--- src/hdl/crmenc_cfg.svh ---
`ifndef CRMENC_CFG_SVH
`define CRMENC_CFG_SVH

// ****************************************************************
// Response frame layout
// ****************************************************************
`define CRMENC_MSG_BITS 24
`define CRMENC_CRC_BITS 8
`define CRMENC_FRAME_BITS 32
`define CRMENC_NIBBLES 8
`define CRMENC_LAST_NIB 3'h7
`define CRMENC_LAST_FEED 6'h1F
`define CRMENC_FEED_ZERO 6'h18
`define CRMENC_GLOBAL_ADDR 4'h0
`define CRMENC_CMD_READ 4'h0

// ****************************************************************
// Response check sequence
// ****************************************************************
`define CRMENC_CRC_SEED 8'hFF
`define CRMENC_CRC_POLY 8'h2F

// ****************************************************************
// Chip levels and timing
// ****************************************************************
`define CRMENC_LVL_QUIET 2'h0
`define CRMENC_LAST_CHIP 2'h2
`define CRMENC_CLK_NS 10
`define CRMENC_CHIP_TIME_NS 1000
`define CRMENC_CHIP_CYC ((`CRMENC_CHIP_TIME_NS + `CRMENC_CLK_NS - 1) / `CRMENC_CLK_NS)

`endif

--- src/hdl/crmenc_pkg.sv ---
package crmenc_pkg;

  // Sequencer states of the response builder.
  typedef enum logic [2:0] {
    ST_IDLE,
    ST_RD_LO,
    ST_RD_HI,
    ST_CRC,
    ST_SEND
  } crmenc_state_t;

  // Whole state of the top module.
  typedef struct packed {
    crmenc_state_t st;
    logic [3:0] pa;
    logic [3:0] cmd;
    logic [6:0] word;
    logic [7:0] lo;
    logic [7:0] hi;
    logic [5:0] cnt;
    logic [2:0] nib;
    logic busy;
    logic [3:0] sym;
    logic [1:0] chip;
    logic [7:0] tmr;
    logic [1:0] level;
  } crmenc_main_t;

  // Whole state of the check sequence generator.
  typedef struct packed {
    logic [7:0] crc;
  } crmenc_crc_t;

endpackage

--- src/hdl/crmenc_top.sv ---
// Operation
// Every response is exactly 32 bits.
// Three chips per symbol, one nibble each.
// Chip levels: quiescent, one step, two steps.
// Nibbles map to fixed three-chip patterns.
// Symbols never start quiet nor stay flat.
// Fields: address, command, high, low, check.
// Command field echoes received command code.
// High byte is word address plus one.
// Low byte is word address plus zero.
// Check covers all 24 message bits.
// Check takes bits serially, MSB first.
// Seed all ones, polynomial x8+x5+x3+x2+x+1.
// Eight zero bits follow before result.
// Check sent last, after low byte.
// Seed loaded before each new calculation.
// Failed command check means no response.
// Answer only own address, never global.
// Unreadable register returns zero data.
// Eight symbols, most significant nibble first.
// Master decodes triplets, rejects unlisted ones.
`timescale 1ns/1ns
`default_nettype none
`include "crmenc_cfg.svh"

module crmenc_top
  import crmenc_pkg::*;
(
  input wire logic clk,
  input wire logic sys_rst,
  input wire logic [3:0] phys_addr_reg,
  input wire logic cmd_valid,
  input wire logic [3:0] cmd_phys_addr,
  input wire logic [3:0] cmd_code,
  input wire logic [6:0] reg_word_addr,
  input wire logic cmd_crc_ok,
  output logic cmd_ready,
  output logic [7:0] reg_rd_addr,
  input wire logic [7:0] reg_rd_data,
  input wire logic reg_rd_ok,
  input wire logic line_ready,
  output logic [1:0] chip_level,
  output logic resp_active
);

  // ****************************************************************
  // Symbol table
  // ****************************************************************

  localparam logic [7:0] CHIP_LAST_CNT = 8'(`CRMENC_CHIP_CYC - 1);
  localparam int CHIP_CYC = `CRMENC_CHIP_CYC;

  // no quiet start or flat symbol
  // nibble to chips
  // Each code holds first, second and third chip, two bits each.
  function automatic logic [5:0] sym_code(input logic [3:0] nib);
    logic [5:0] c;
    c = 6'h00;
    unique case (nib)
      4'h0: c = 6'h14;
      4'h1: c = 6'h25;
      4'h2: c = 6'h12;
      4'h3: c = 6'h22;
      4'h4: c = 6'h10;
      4'h5: c = 6'h26;
      4'h6: c = 6'h16;
      4'h7: c = 6'h21;
      4'h8: c = 6'h28;
      4'h9: c = 6'h24;
      4'hA: c = 6'h1A;
      4'hB: c = 6'h29;
      4'hC: c = 6'h18;
      4'hD: c = 6'h20;
      4'hE: c = 6'h11;
      4'hF: c = 6'h19;
    endcase
    return c;
  endfunction

  // chip within symbol
  // Picks the level of chip idx; idx 3 cannot occur and falls back to quiet.
  function automatic logic [1:0] sym_chip(input logic [3:0] nib, input logic [1:0] idx);
    logic [5:0] c;
    logic [1:0] l;
    c = sym_code(nib);
    unique case (idx)
      2'h0: l = c[5:4];
      2'h1: l = c[3:2];
      2'h2: l = c[1:0];
      default: l = `CRMENC_LVL_QUIET;
    endcase
    return l;
  endfunction

  // ****************************************************************
  // State and datapath
  // ****************************************************************

  crmenc_main_t q, d;
  logic accept;
  logic crc_init, crc_shift, crc_bit;
  logic [7:0] crc_val;
  logic [23:0] msg;
  logic [31:0] frame_sh;
  logic [4:0] msg_idx;
  logic push_valid, push_ready;
  logic [3:0] push_data;
  logic pop_valid, pop_ready;
  logic [3:0] pop_data;

  // field order
  assign msg = {q.pa, q.cmd, q.hi, q.lo};
  // 32-bit frame, four fields plus check
  // check sent last
  assign frame_sh = {msg, crc_val} << {q.nib, 2'b00};
  // index of bit fed this cycle, counting down from 23.
  assign msg_idx = 5'(5'h17 - q.cnt[4:0]);

  // bad check never starts a response
  // own address only, global address ignored
  assign accept = cmd_valid && cmd_crc_ok && (cmd_phys_addr == phys_addr_reg)
      && (cmd_phys_addr != `CRMENC_GLOBAL_ADDR);

  // Builder and chip transmitter share one next-state process.
  always_comb begin
    d = q;
    crc_init = 1'b0;
    crc_shift = 1'b0;
    crc_bit = 1'b0;
    push_valid = 1'b0;
    push_data = frame_sh[31:28];
    pop_ready = 1'b0;
    unique case (q.st)
      ST_IDLE: begin
        if (accept) begin
          d.pa = cmd_phys_addr;
          // command echo
          d.cmd = cmd_code;
          d.word = reg_word_addr;
          // seed before each calculation
          crc_init = 1'b1;
          d.st = ST_RD_LO;
        end
      end
      ST_RD_LO: begin
        // unreadable gives zero
        d.lo = reg_rd_ok ? reg_rd_data : 8'h00;
        d.st = ST_RD_HI;
      end
      ST_RD_HI: begin
        d.hi = reg_rd_ok ? reg_rd_data : 8'h00;
        d.cnt = 6'h00;
        d.st = ST_CRC;
      end
      ST_CRC: begin
        crc_shift = 1'b1;
        // all message bits, then R13: eight zeros
        crc_bit = (q.cnt >= `CRMENC_FEED_ZERO) ? 1'b0 : msg[msg_idx];
        d.cnt = 6'(q.cnt + 6'h01);
        if (q.cnt == `CRMENC_LAST_FEED) begin
          d.nib = 3'h0;
          d.st = ST_SEND;
        end
      end
      ST_SEND: begin
        // eight nibbles, most significant first
        push_valid = 1'b1;
        if (push_ready) begin
          d.nib = 3'(q.nib + 3'h1);
          if (q.nib == `CRMENC_LAST_NIB) begin
            d.st = ST_IDLE;
          end
        end
      end
    endcase

    // A stall on the line is taken only between symbols, so a symbol is never cut.
    if (q.busy && q.tmr != 8'h00) begin
      d.tmr = 8'(q.tmr - 8'h01);
    end else if (q.busy && q.chip != `CRMENC_LAST_CHIP) begin
      d.chip = 2'(q.chip + 2'h1);
      d.tmr = CHIP_LAST_CNT;
      // one of three levels
      d.level = sym_chip(q.sym, d.chip);
    end else if (pop_valid && line_ready) begin
      pop_ready = 1'b1;
      d.busy = 1'b1;
      d.sym = pop_data;
      d.chip = 2'h0;
      d.tmr = CHIP_LAST_CNT;
      d.level = sym_chip(pop_data, 2'h0);
    end else begin
      d.busy = 1'b0;
      d.level = `CRMENC_LVL_QUIET;
    end
  end

  // State register.
  always_ff @(posedge clk or posedge sys_rst) begin
    if (sys_rst) begin
      q <= '{st: ST_IDLE, default: '0};
    end else begin
      q <= d;
    end
  end

  // plus one for high byte; R9: plus zero for low byte
  assign reg_rd_addr = {q.word, (q.st == ST_RD_HI)};
  assign cmd_ready = (q.st == ST_IDLE);
  assign chip_level = q.level;
  assign resp_active = q.busy;

  // ****************************************************************
  // Submodules
  // ****************************************************************

  // seed and polynomial live in the generator.
  crmenc_crc u_crc (
    .clk(clk),
    .sys_rst(sys_rst),
    .init(crc_init),
    .shift_en(crc_shift),
    .bit_in(crc_bit),
    .crc_val(crc_val)
  );

  // The builder is far faster than the line, so it fills this and waits.
  crmenc_buf2 #(
    .W(4)
  ) u_buf (
    .clk(clk),
    .sys_rst(sys_rst),
    .in_valid(push_valid),
    .in_ready(push_ready),
    .in_data(push_data),
    .out_valid(pop_valid),
    .out_ready(pop_ready),
    .out_data(pop_data)
  );

  // Counts symbols queued in the current frame.
  logic [3:0] sym_cnt_q;
  always_ff @(posedge clk or posedge sys_rst) begin
    if (sys_rst) begin
      sym_cnt_q <= 4'h0;
    end else if (q.st == ST_IDLE && accept) begin
      sym_cnt_q <= 4'h0;
    end else if (push_valid && push_ready) begin
      sym_cnt_q <= 4'(sym_cnt_q + 4'h1);
    end
  end

  // Table entry of the symbol on the line, so its chips can be checked as a whole.
  logic [5:0] cur_code;
  assign cur_code = sym_code(q.sym);
endmodule

`default_nettype wire

--- src/hdl/crmenc_crc.sv ---
`timescale 1ns/1ns
`default_nettype none
`include "crmenc_cfg.svh"

module crmenc_crc
  import crmenc_pkg::*;
(
  input wire logic clk,
  input wire logic sys_rst,
  input wire logic init,
  input wire logic shift_en,
  input wire logic bit_in,
  output logic [7:0] crc_val
);

  crmenc_crc_t q, d;

  // Serial generator: each bit enters the low end, the old top bit folds the polynomial back in.
  always_comb begin
    d = q;
    if (init) begin
      d.crc = `CRMENC_CRC_SEED;
    end else if (shift_en) begin
      d.crc = {q.crc[6:0], bit_in} ^ (q.crc[7] ? `CRMENC_CRC_POLY : 8'h00);
    end
  end

  // State register.
  always_ff @(posedge clk or posedge sys_rst) begin
    if (sys_rst) begin
      q <= '{crc: `CRMENC_CRC_SEED};
    end else begin
      q <= d;
    end
  end

  assign crc_val = q.crc;

endmodule

`default_nettype wire

--- src/hdl/crmenc_buf2.sv ---
`timescale 1ns/1ns
`default_nettype none

module crmenc_buf2 #(
  parameter int W = 4
) (
  input wire logic clk,
  input wire logic sys_rst,
  input wire logic in_valid,
  output logic in_ready,
  input wire logic [W-1:0] in_data,
  output logic out_valid,
  input wire logic out_ready,
  output logic [W-1:0] out_data
);

  typedef struct packed {
    logic [1:0][W-1:0] mem;
    logic wp;
    logic rp;
    logic [1:0] cnt;
  } crmenc_buf_t;

  crmenc_buf_t q, d;
  logic push, pop;

  // Two entries let the writer keep going for one word while the reader stalls.
  always_comb begin
    d = q;
    push = in_valid && in_ready;
    pop = out_valid && out_ready;
    if (push) begin
      d.mem[q.wp] = in_data;
      d.wp = ~q.wp;
    end
    if (pop) begin
      d.rp = ~q.rp;
    end
    d.cnt = 2'(q.cnt + {1'b0, push} - {1'b0, pop});
  end

  // State register.
  always_ff @(posedge clk or posedge sys_rst) begin
    if (sys_rst) begin
      q <= '0;
    end else begin
      q <= d;
    end
  end

  assign in_ready = (q.cnt != 2'h2);
  assign out_valid = (q.cnt != 2'h0);
  assign out_data = q.mem[q.rp];

endmodule

`default_nettype wire

--- config.mk ---
export PLATFORM = sky130hd
export DESIGN_NAME = crmenc_top
export DESIGN_NICKNAME = d
export VERILOG_FILES = /design/src/hdl/crmenc_pkg.sv /design/src/hdl/crmenc_top.sv /design/src/hdl/crmenc_crc.sv /design/src/hdl/crmenc_buf2.sv
export VERILOG_INCLUDE_DIRS = /design/src /design/src/hdl
export SDC_FILE = /design/constraint.sdc
export NUM_CORES = 1
export LEC_CHECK = 0
export CORE_MARGIN = 1.5
export CORE_UTILIZATION = 30
export CTS_BUF_LIST = sky130_fd_sc_hd__clkbuf_4
export CTS_CLUSTER_SIZE = 25
export DETAILED_ROUTE_END_ITERATION = 8
export DONT_BUFFER_PORTS = 1
export PLACE_DENSITY_LB_ADDON = 0.2
export SYNTH_ARGS = -nofsm -noshare
export SYNTH_HDL_FRONTEND = slang
export SYNTH_SLANG_ARGS = --single-unit
export TNS_END_PERCENT = 50
--- constraint.sdc ---
create_clock -name clk -period 3.1 [get_ports clk]
set_clock_uncertainty 0.05 [all_clocks]
set_input_delay 0 -clock clk [delete_from_list [all_inputs] [get_ports clk]]
set_output_delay 0 -clock clk [all_outputs]
set_load 0.05 [all_outputs]
# ---- Word-level counts from Yosys, hierarchy flattened
# Memories as Yosys holds them, arrays and structs flattened.
# Index checks and enable logic that the tools add are counted.
dict set report word_totals {
  ff_bits 80
  romBits 192
  inputBits 33
  output_inout_bits 12
  word_cells 113
  memories 2
}
dict set report classes {
  add_sub_neg 7
  n_lt_le_gt_ge 5
  n_eq_ne 15
  shifts 1
  mux 34
  n_bitwise 5
  n_reduce_logical 25
}
# memory depth word_bits read_ports rd_clocked_by_memory_dff wr line
set memory_table {}
lappend memory_table {{(name not given)} 16 6 1 0 0 crmenc_top.sv:59} ;# unique case (nib)
lappend memory_table {{(name not given)} 16 6 1 0 0 crmenc_top.sv:59}
# cell n
set ops {}
lappend ops {{two-way mux 8 bit} 4}
lappend ops {{left shift 32 x 5 -> 32 bit} 1}
lappend ops {{two-way mux 18 bit} 1}
lappend ops {{two-way mux 3 bit} 5}
lappend ops {{case mux 3 bit (5 select lines)} 1}
lappend ops {{two-way mux 12 bit} 1}
lappend ops {{two-way mux 4 bit} 3}
lappend ops {{case mux 6 bit (2 select lines)} 1}
lappend ops {{two-way mux 1 bit} 10}
lappend ops {{two-way mux 10 bit} 1}
lappend ops {{!= test 2 bit, second input constant} 5}
lappend ops {{nonzero test 2 bit} 5}
lappend ops {{logical AND 1 bit} 9}
lappend ops {{bitwise mux 8 bit} 1}
lappend ops {{nonzero test 8 bit} 1}
lappend ops {{subtractor 8 x 1 -> 8 bit, second input constant} 1}
lappend ops {{XOR 8 bit} 1}
lappend ops {{adder 6 x 1 -> 6 bit, second input constant} 1}
lappend ops {{equality test 3 x 2 -> 1 bit, second input constant} 2}
lappend ops {{equality test 3 bit, second input constant} 2}
lappend ops {{equality test 6 x 5 -> 1 bit, second input constant} 1}
lappend ops {{greater-or-equal comparator 6 x 5 -> 1 bit, second input constant} 1}
lappend ops {{less-than comparator 5 x 6 -> 1 bit, second input constant} 1}
lappend ops {{two-way mux 6 bit} 1}
lappend ops {{other kinds (25)} 32}

# ---- Longest topological paths before layout
dict set report logic_depth {
  depth_word 8
  ltp_mapped 11
  ltp_nobuf 11
}

# ---- By module
# From an unflattened synthesis, not the netlist that was laid out.
dict set report unflattened {
  cells_unflattened 443
  hier_area_um2 4634.4
}
# mod n_inst cells_per_inst area_each_um2
set modules_own_cells {}
lappend modules_own_cells {crmenc_top 1 367 3599.7}
lappend modules_own_cells {crmenc_buf2 1 42 630.6}
lappend modules_own_cells {crmenc_crc 1 34 404.1}

# ---- Worst setup path after synthesis
# OpenSTA, ideal clock, no wires.
dict set report synth_path {
  path_kind {register to register}
  start {register q[57] (netlist bit)}
  end {register q, in the netlist msg[19]}
  setup_time_ps 125
  arrival_ps 2500
  required_time_ps 2925
  slack_ps 425
  stages_incl_launch_ff 6
  n_path_buf 2
  path_cell_list {dfrtp_1 > clkbuf_1 > nor3_1 > nand2_2 > buf_6 > mux2_4}
}
dict set report synth_via {
  elab_chain_cells 2
}
# element line
set synth_lines {}
lappend synth_lines {{start: declaration} crmenc_top.sv:99} ;# crmenc_main_t q, d;
lappend synth_lines {{start signal: assignment} crmenc_top.sv:201} ;# q <= '{st: ST_IDLE, default: '0};
lappend synth_lines {{start signal: assignment} crmenc_top.sv:203} ;# q <= d;
lappend synth_lines {{zero test 3 bit} --}
lappend synth_lines {{via cmd_ready} crmenc_top.sv:37} ;# output logic cmd_ready,
lappend synth_lines {{AND reduction 2 bit (no line)} --}
# The timed path passes the listed nets, and every way through them passes these cells.
# A chain may end at the register's enable or synchronous reset.

# ---- Final worst setup path
dict set report layout_path {
  start {input cmd_phys_addr[1]}
  end {register q, in the netlist reg_rd_addr[1]}
}
dict set report layout_via {
  elab_chain_cells 4
  elab_cells_between_ends 5
}
# element line
set layout_lines {}
lappend layout_lines {{start: declaration} crmenc_top.sv:33} ;# input wire logic [3:0] cmd_phys_addr,
lappend layout_lines {{equality test 4 bit} crmenc_top.sv:121} ;# assign accept = cmd_valid && cmd_crc_ok && (cmd_phys_addr == phys_addr_reg)
lappend layout_lines {{logical AND 1 bit} crmenc_top.sv:121}
lappend layout_lines {{logical AND 1 bit *} crmenc_top.sv:121}
lappend layout_lines {{AND reduction 2 bit (no line) *} --}
# Mark *: on every way between the ends. The rest lies on a longest branch, timed or not.

==> flow_summary.json <==
{
  "first_pass_iters": 4,
  "fmax_ghz": 0.426,
  "coreArea_um2": 14500,
  "diodes": 0,
  "grt_remaining_overflow": 0,
  "p_int_mw": 2.00,
  "layout_commonest_cell": "dfrtp_1",
  "cp_common_cell": "dlygate4sd3_1",
  "async_flop_share_pct": 100,
  "mappedNetlistNets": 475,
  "grt_pass1_wl_mm": 15.9,
  "holdBufCountCts": 32,
  "synth_top_family_by_area": "multiplexers",
  "cts_resized": 0,
  "die_h_um": 125,
  "track_usage_pct": 12.8,
  "grt_pass1_vias": 3132,
  "power_frac_comb_pct": 27.8,
  "crit_fanout": 23,
  "cts_max_level": 3,
  "switching_share_pct": 35.5,
  "leakage_nw": 2.22,
  "switchingPower_mw": 1.10,
  "gp_congestion": 0.769,
  "cts_buffer_depth": 2,
  "post-route-drc-count": 0,
  "clkTransAtPathRegs_ns": 0.14,
  "layout.nets": 493,
  "synthAdderAreaFrac_pct": 4.75,
  "postSynthAreaPerCell_um2": 10.5,
  "critPathBufInv": 2,
  "rsz0062_at_grt": "false",
  "clkPwrFrac_pct": 20.2,
  "seq_power_share_pct": 52.0,
  "powerDensity_nw_per_um2": 617,
  "cp_slowest_cell": "dlygate4sd3_1",
  "critPathTopFamily": "buffers and inverters",
  "wl_mm": 9.41,
  "synth_compound_area_share_pct": 11.5,
  "setup_viol": 0,
  "io_pins": 45,
  "synth_flop_cell": "dfrtp_1",
  "cap_violations": 0,
  "clk-insertion-delay-late_ns": 0.44,
  "num_vias": 3056,
  "yosys_warnings": 0,
  "synth_top_area_share_pct": 40.3,
  "ys_types": 49,
  "synth_xor_area_share_pct": 2.74,
  "antenna_found_initial": 0,
  "max_stage_delay_ns": 0.58,
  "detail_route.vias_per_cell": 4.84,
  "setup_tns_ns": 0,
  "crit_chain": "dlygate4sd3_1, xnor2_1, o2111ai_1, dlygate4sd3_1, nor4b_2, nand2_2, mux2_4",
  "critPathLaunchType": "primary input",
  "post_cts_buffers": 0,
  "layout_worst_path_cycle_share_pct": 75.8,
  "fin_crit_ns": 2.35,
  "hold_viol_final": 0,
  "relSlewSlack_pct": 57.0,
  "wl_per_cell_um": 14.9,
  "netlist_instances": 425,
  "cts.sinks": 80,
  "cts_root_buffer": "clkbuf_4",
  "synth.largest_area_cell": "dfrtp_1",
  "post-dp-hpwl_mm": 6.73,
  "status": "finished clean",
  "most-common-layout-cells": "72 x dfrtp_1, 58 x nand2_1, 40 x o21ai_0, 31 x dlygate4sd3_1",
  "p_total_mw": 3.11,
  "drive_gt1_share_pct": 17.4,
  "max-vdd-ir-drop_v": 0.000381,
  "synthTopCellsByArea": "dfrtp_1 40%, mux4_2 5.0%, nand2_1 4.9%, ha_1 4.8%, dfstp_2 4.7%",
  "hold_slack_ns": 0.180,
  "die_x_um": 125,
  "dr.first_iter.drc_count": 105,
  "cts_tree": "done",
  "worst_ep_arrival_time_ns": 2.63,
  "rows": 44,
  "synth-edff-count": 0,
  "critical_path_class": "in2reg",
  "initial_core_util_pct": 30.8,
  "cts_made_buffers": 9,
  "portBuffers": 0,
  "slew_violations": 0,
  "grt_max_degree": 30,
  "cp_data_required_time_ns": 3.38,
  "yosysSeqAreaShare_pct": 45.0,
  "area_growth_pct": 12.6,
  "synth_simple_gate_area_share_pct": 13.8,
  "final_antenna_net_count": 0,
  "die-area_um2": 15700,
  "worstMarginPinSlew_ns": 0.642,
  "hold_path.class": "in2reg",
  "synth_mux_area_share_pct": 16.7,
  "syn_area_um2": 4480,
  "synth_seq_cells": 80,
  "cp-end-kind": "flop"
}
[synthesized netlist by cell type (3+ instances only)]
master,number
o211ai_1,7
mux4_2,10
nand2b_1,4
clkbuf_1,9
buf_6,3
xnor2_1,11
mux2_2,16
o21ai_0,40
nand2_1,58
buf_4,11
ha_1,17
xor2_1,3
a22o_1,6
inv_1,17
dfrtp_1,72
nor2b_1,9
a21o_1,3
a21oi_1,13
nor3b_1,4
dfstp_2,8
mux2_4,12
nand3_1,14
mux2i_1,16
nor3_1,10
nor2_1,17
buf_2,6
[path summary, 6_finish.rpt]
kind                                         from                      endpoint  slack [ns]  depth (start not counted)
max                              cmd_phys_addr[1]    reg_rd_addr[1]$_DFFE_PP0P_        0.75                          7
min                              reg_word_addr[5]    reg_rd_addr[6]$_DFFE_PP0P_        0.18                          2
max reg2reg                     q[10]$_DFFE_PP0P_          u_buf.q[1]$_DFF_PP0_        0.76                         11
min reg2reg                u_buf.q[3]$_DFFE_PP0P_        u_buf.q[3]$_DFFE_PP0P_        0.46                          1
max in group asynchronous                 sys_rst  u_crc.crc_val[4]$_DFFE_PP1P_        2.01                          4
min in group asynchronous                 sys_rst              q[9]$_DFFE_PP0P_        0.56                          4
[metal layers]
layer  wire length, um  GRT usage, %  part of all wire (%)  vias up
met1              4470          16.4                    48     1494
met5                 0             0                     0        -
met4               152          3.48                   1.6        0
li1                  -             -                     -     1515
met3               206          3.89                   2.2       10
met2              4580          20.9                    49       37
[layout make-up]
cell class	count	area (um^2)
Inverter	17	65.1
Sequential cell	80	2010
Clock buffer	9	67.6
Timing Repair Buffer	38	375
Multi-Input combinational cell	297	2220
Tap cell	184	230
Clock inverter	7	72.6
Fill cell	1496	9490
[power by group through the flow]
| stage | logic (mW) | registers [mW] | clock network (mW) |
|---|---|---|---|
| floorplan | 0.853 | 1.44 | 0 |
| global placement | 0.813 | 1.63 | 0 |
| detailed placement | 0.834 | 1.63 | 0 |
| CTS | 0.876 | 1.61 | 0.661 |
| global route | 0.987 | 1.65 | 0.716 |
| finish | 0.865 | 1.61 | 0.628 |
[cells by family after synthesis]
logic type,after synthesis
compound gates,84
mux,54
fa+ha+maj,17
xor+xnor,14
flops,80
buf+inv,48
simple gates,128
[sequential cells by signal, indices dropped and copies added (netlist names)]
signal         cells
chip_level         2
q                 26
u_buf.q           12
resp_active        1
msg               24
u_crc.crc_val      8
reg_rd_addr        7
[per-stage QoR]
stage / util, % / cells / area [um^2] / worst slack (ns)
floorplan: - / 425 / 4480 / 0.425
global placement: 31.4 / 584 / 4570 / 0.856
detailed placement: 31.4 / 584 / 4570 / 0.768
global route: 34.7 / 632 / 5040 / 0.499
finish: 34.7 / 632 / 5040 / 0.752
CTS: 34.7 / 632 / 5040 / 0.731
Note: power is estimated with default switching activity, not from simulation.
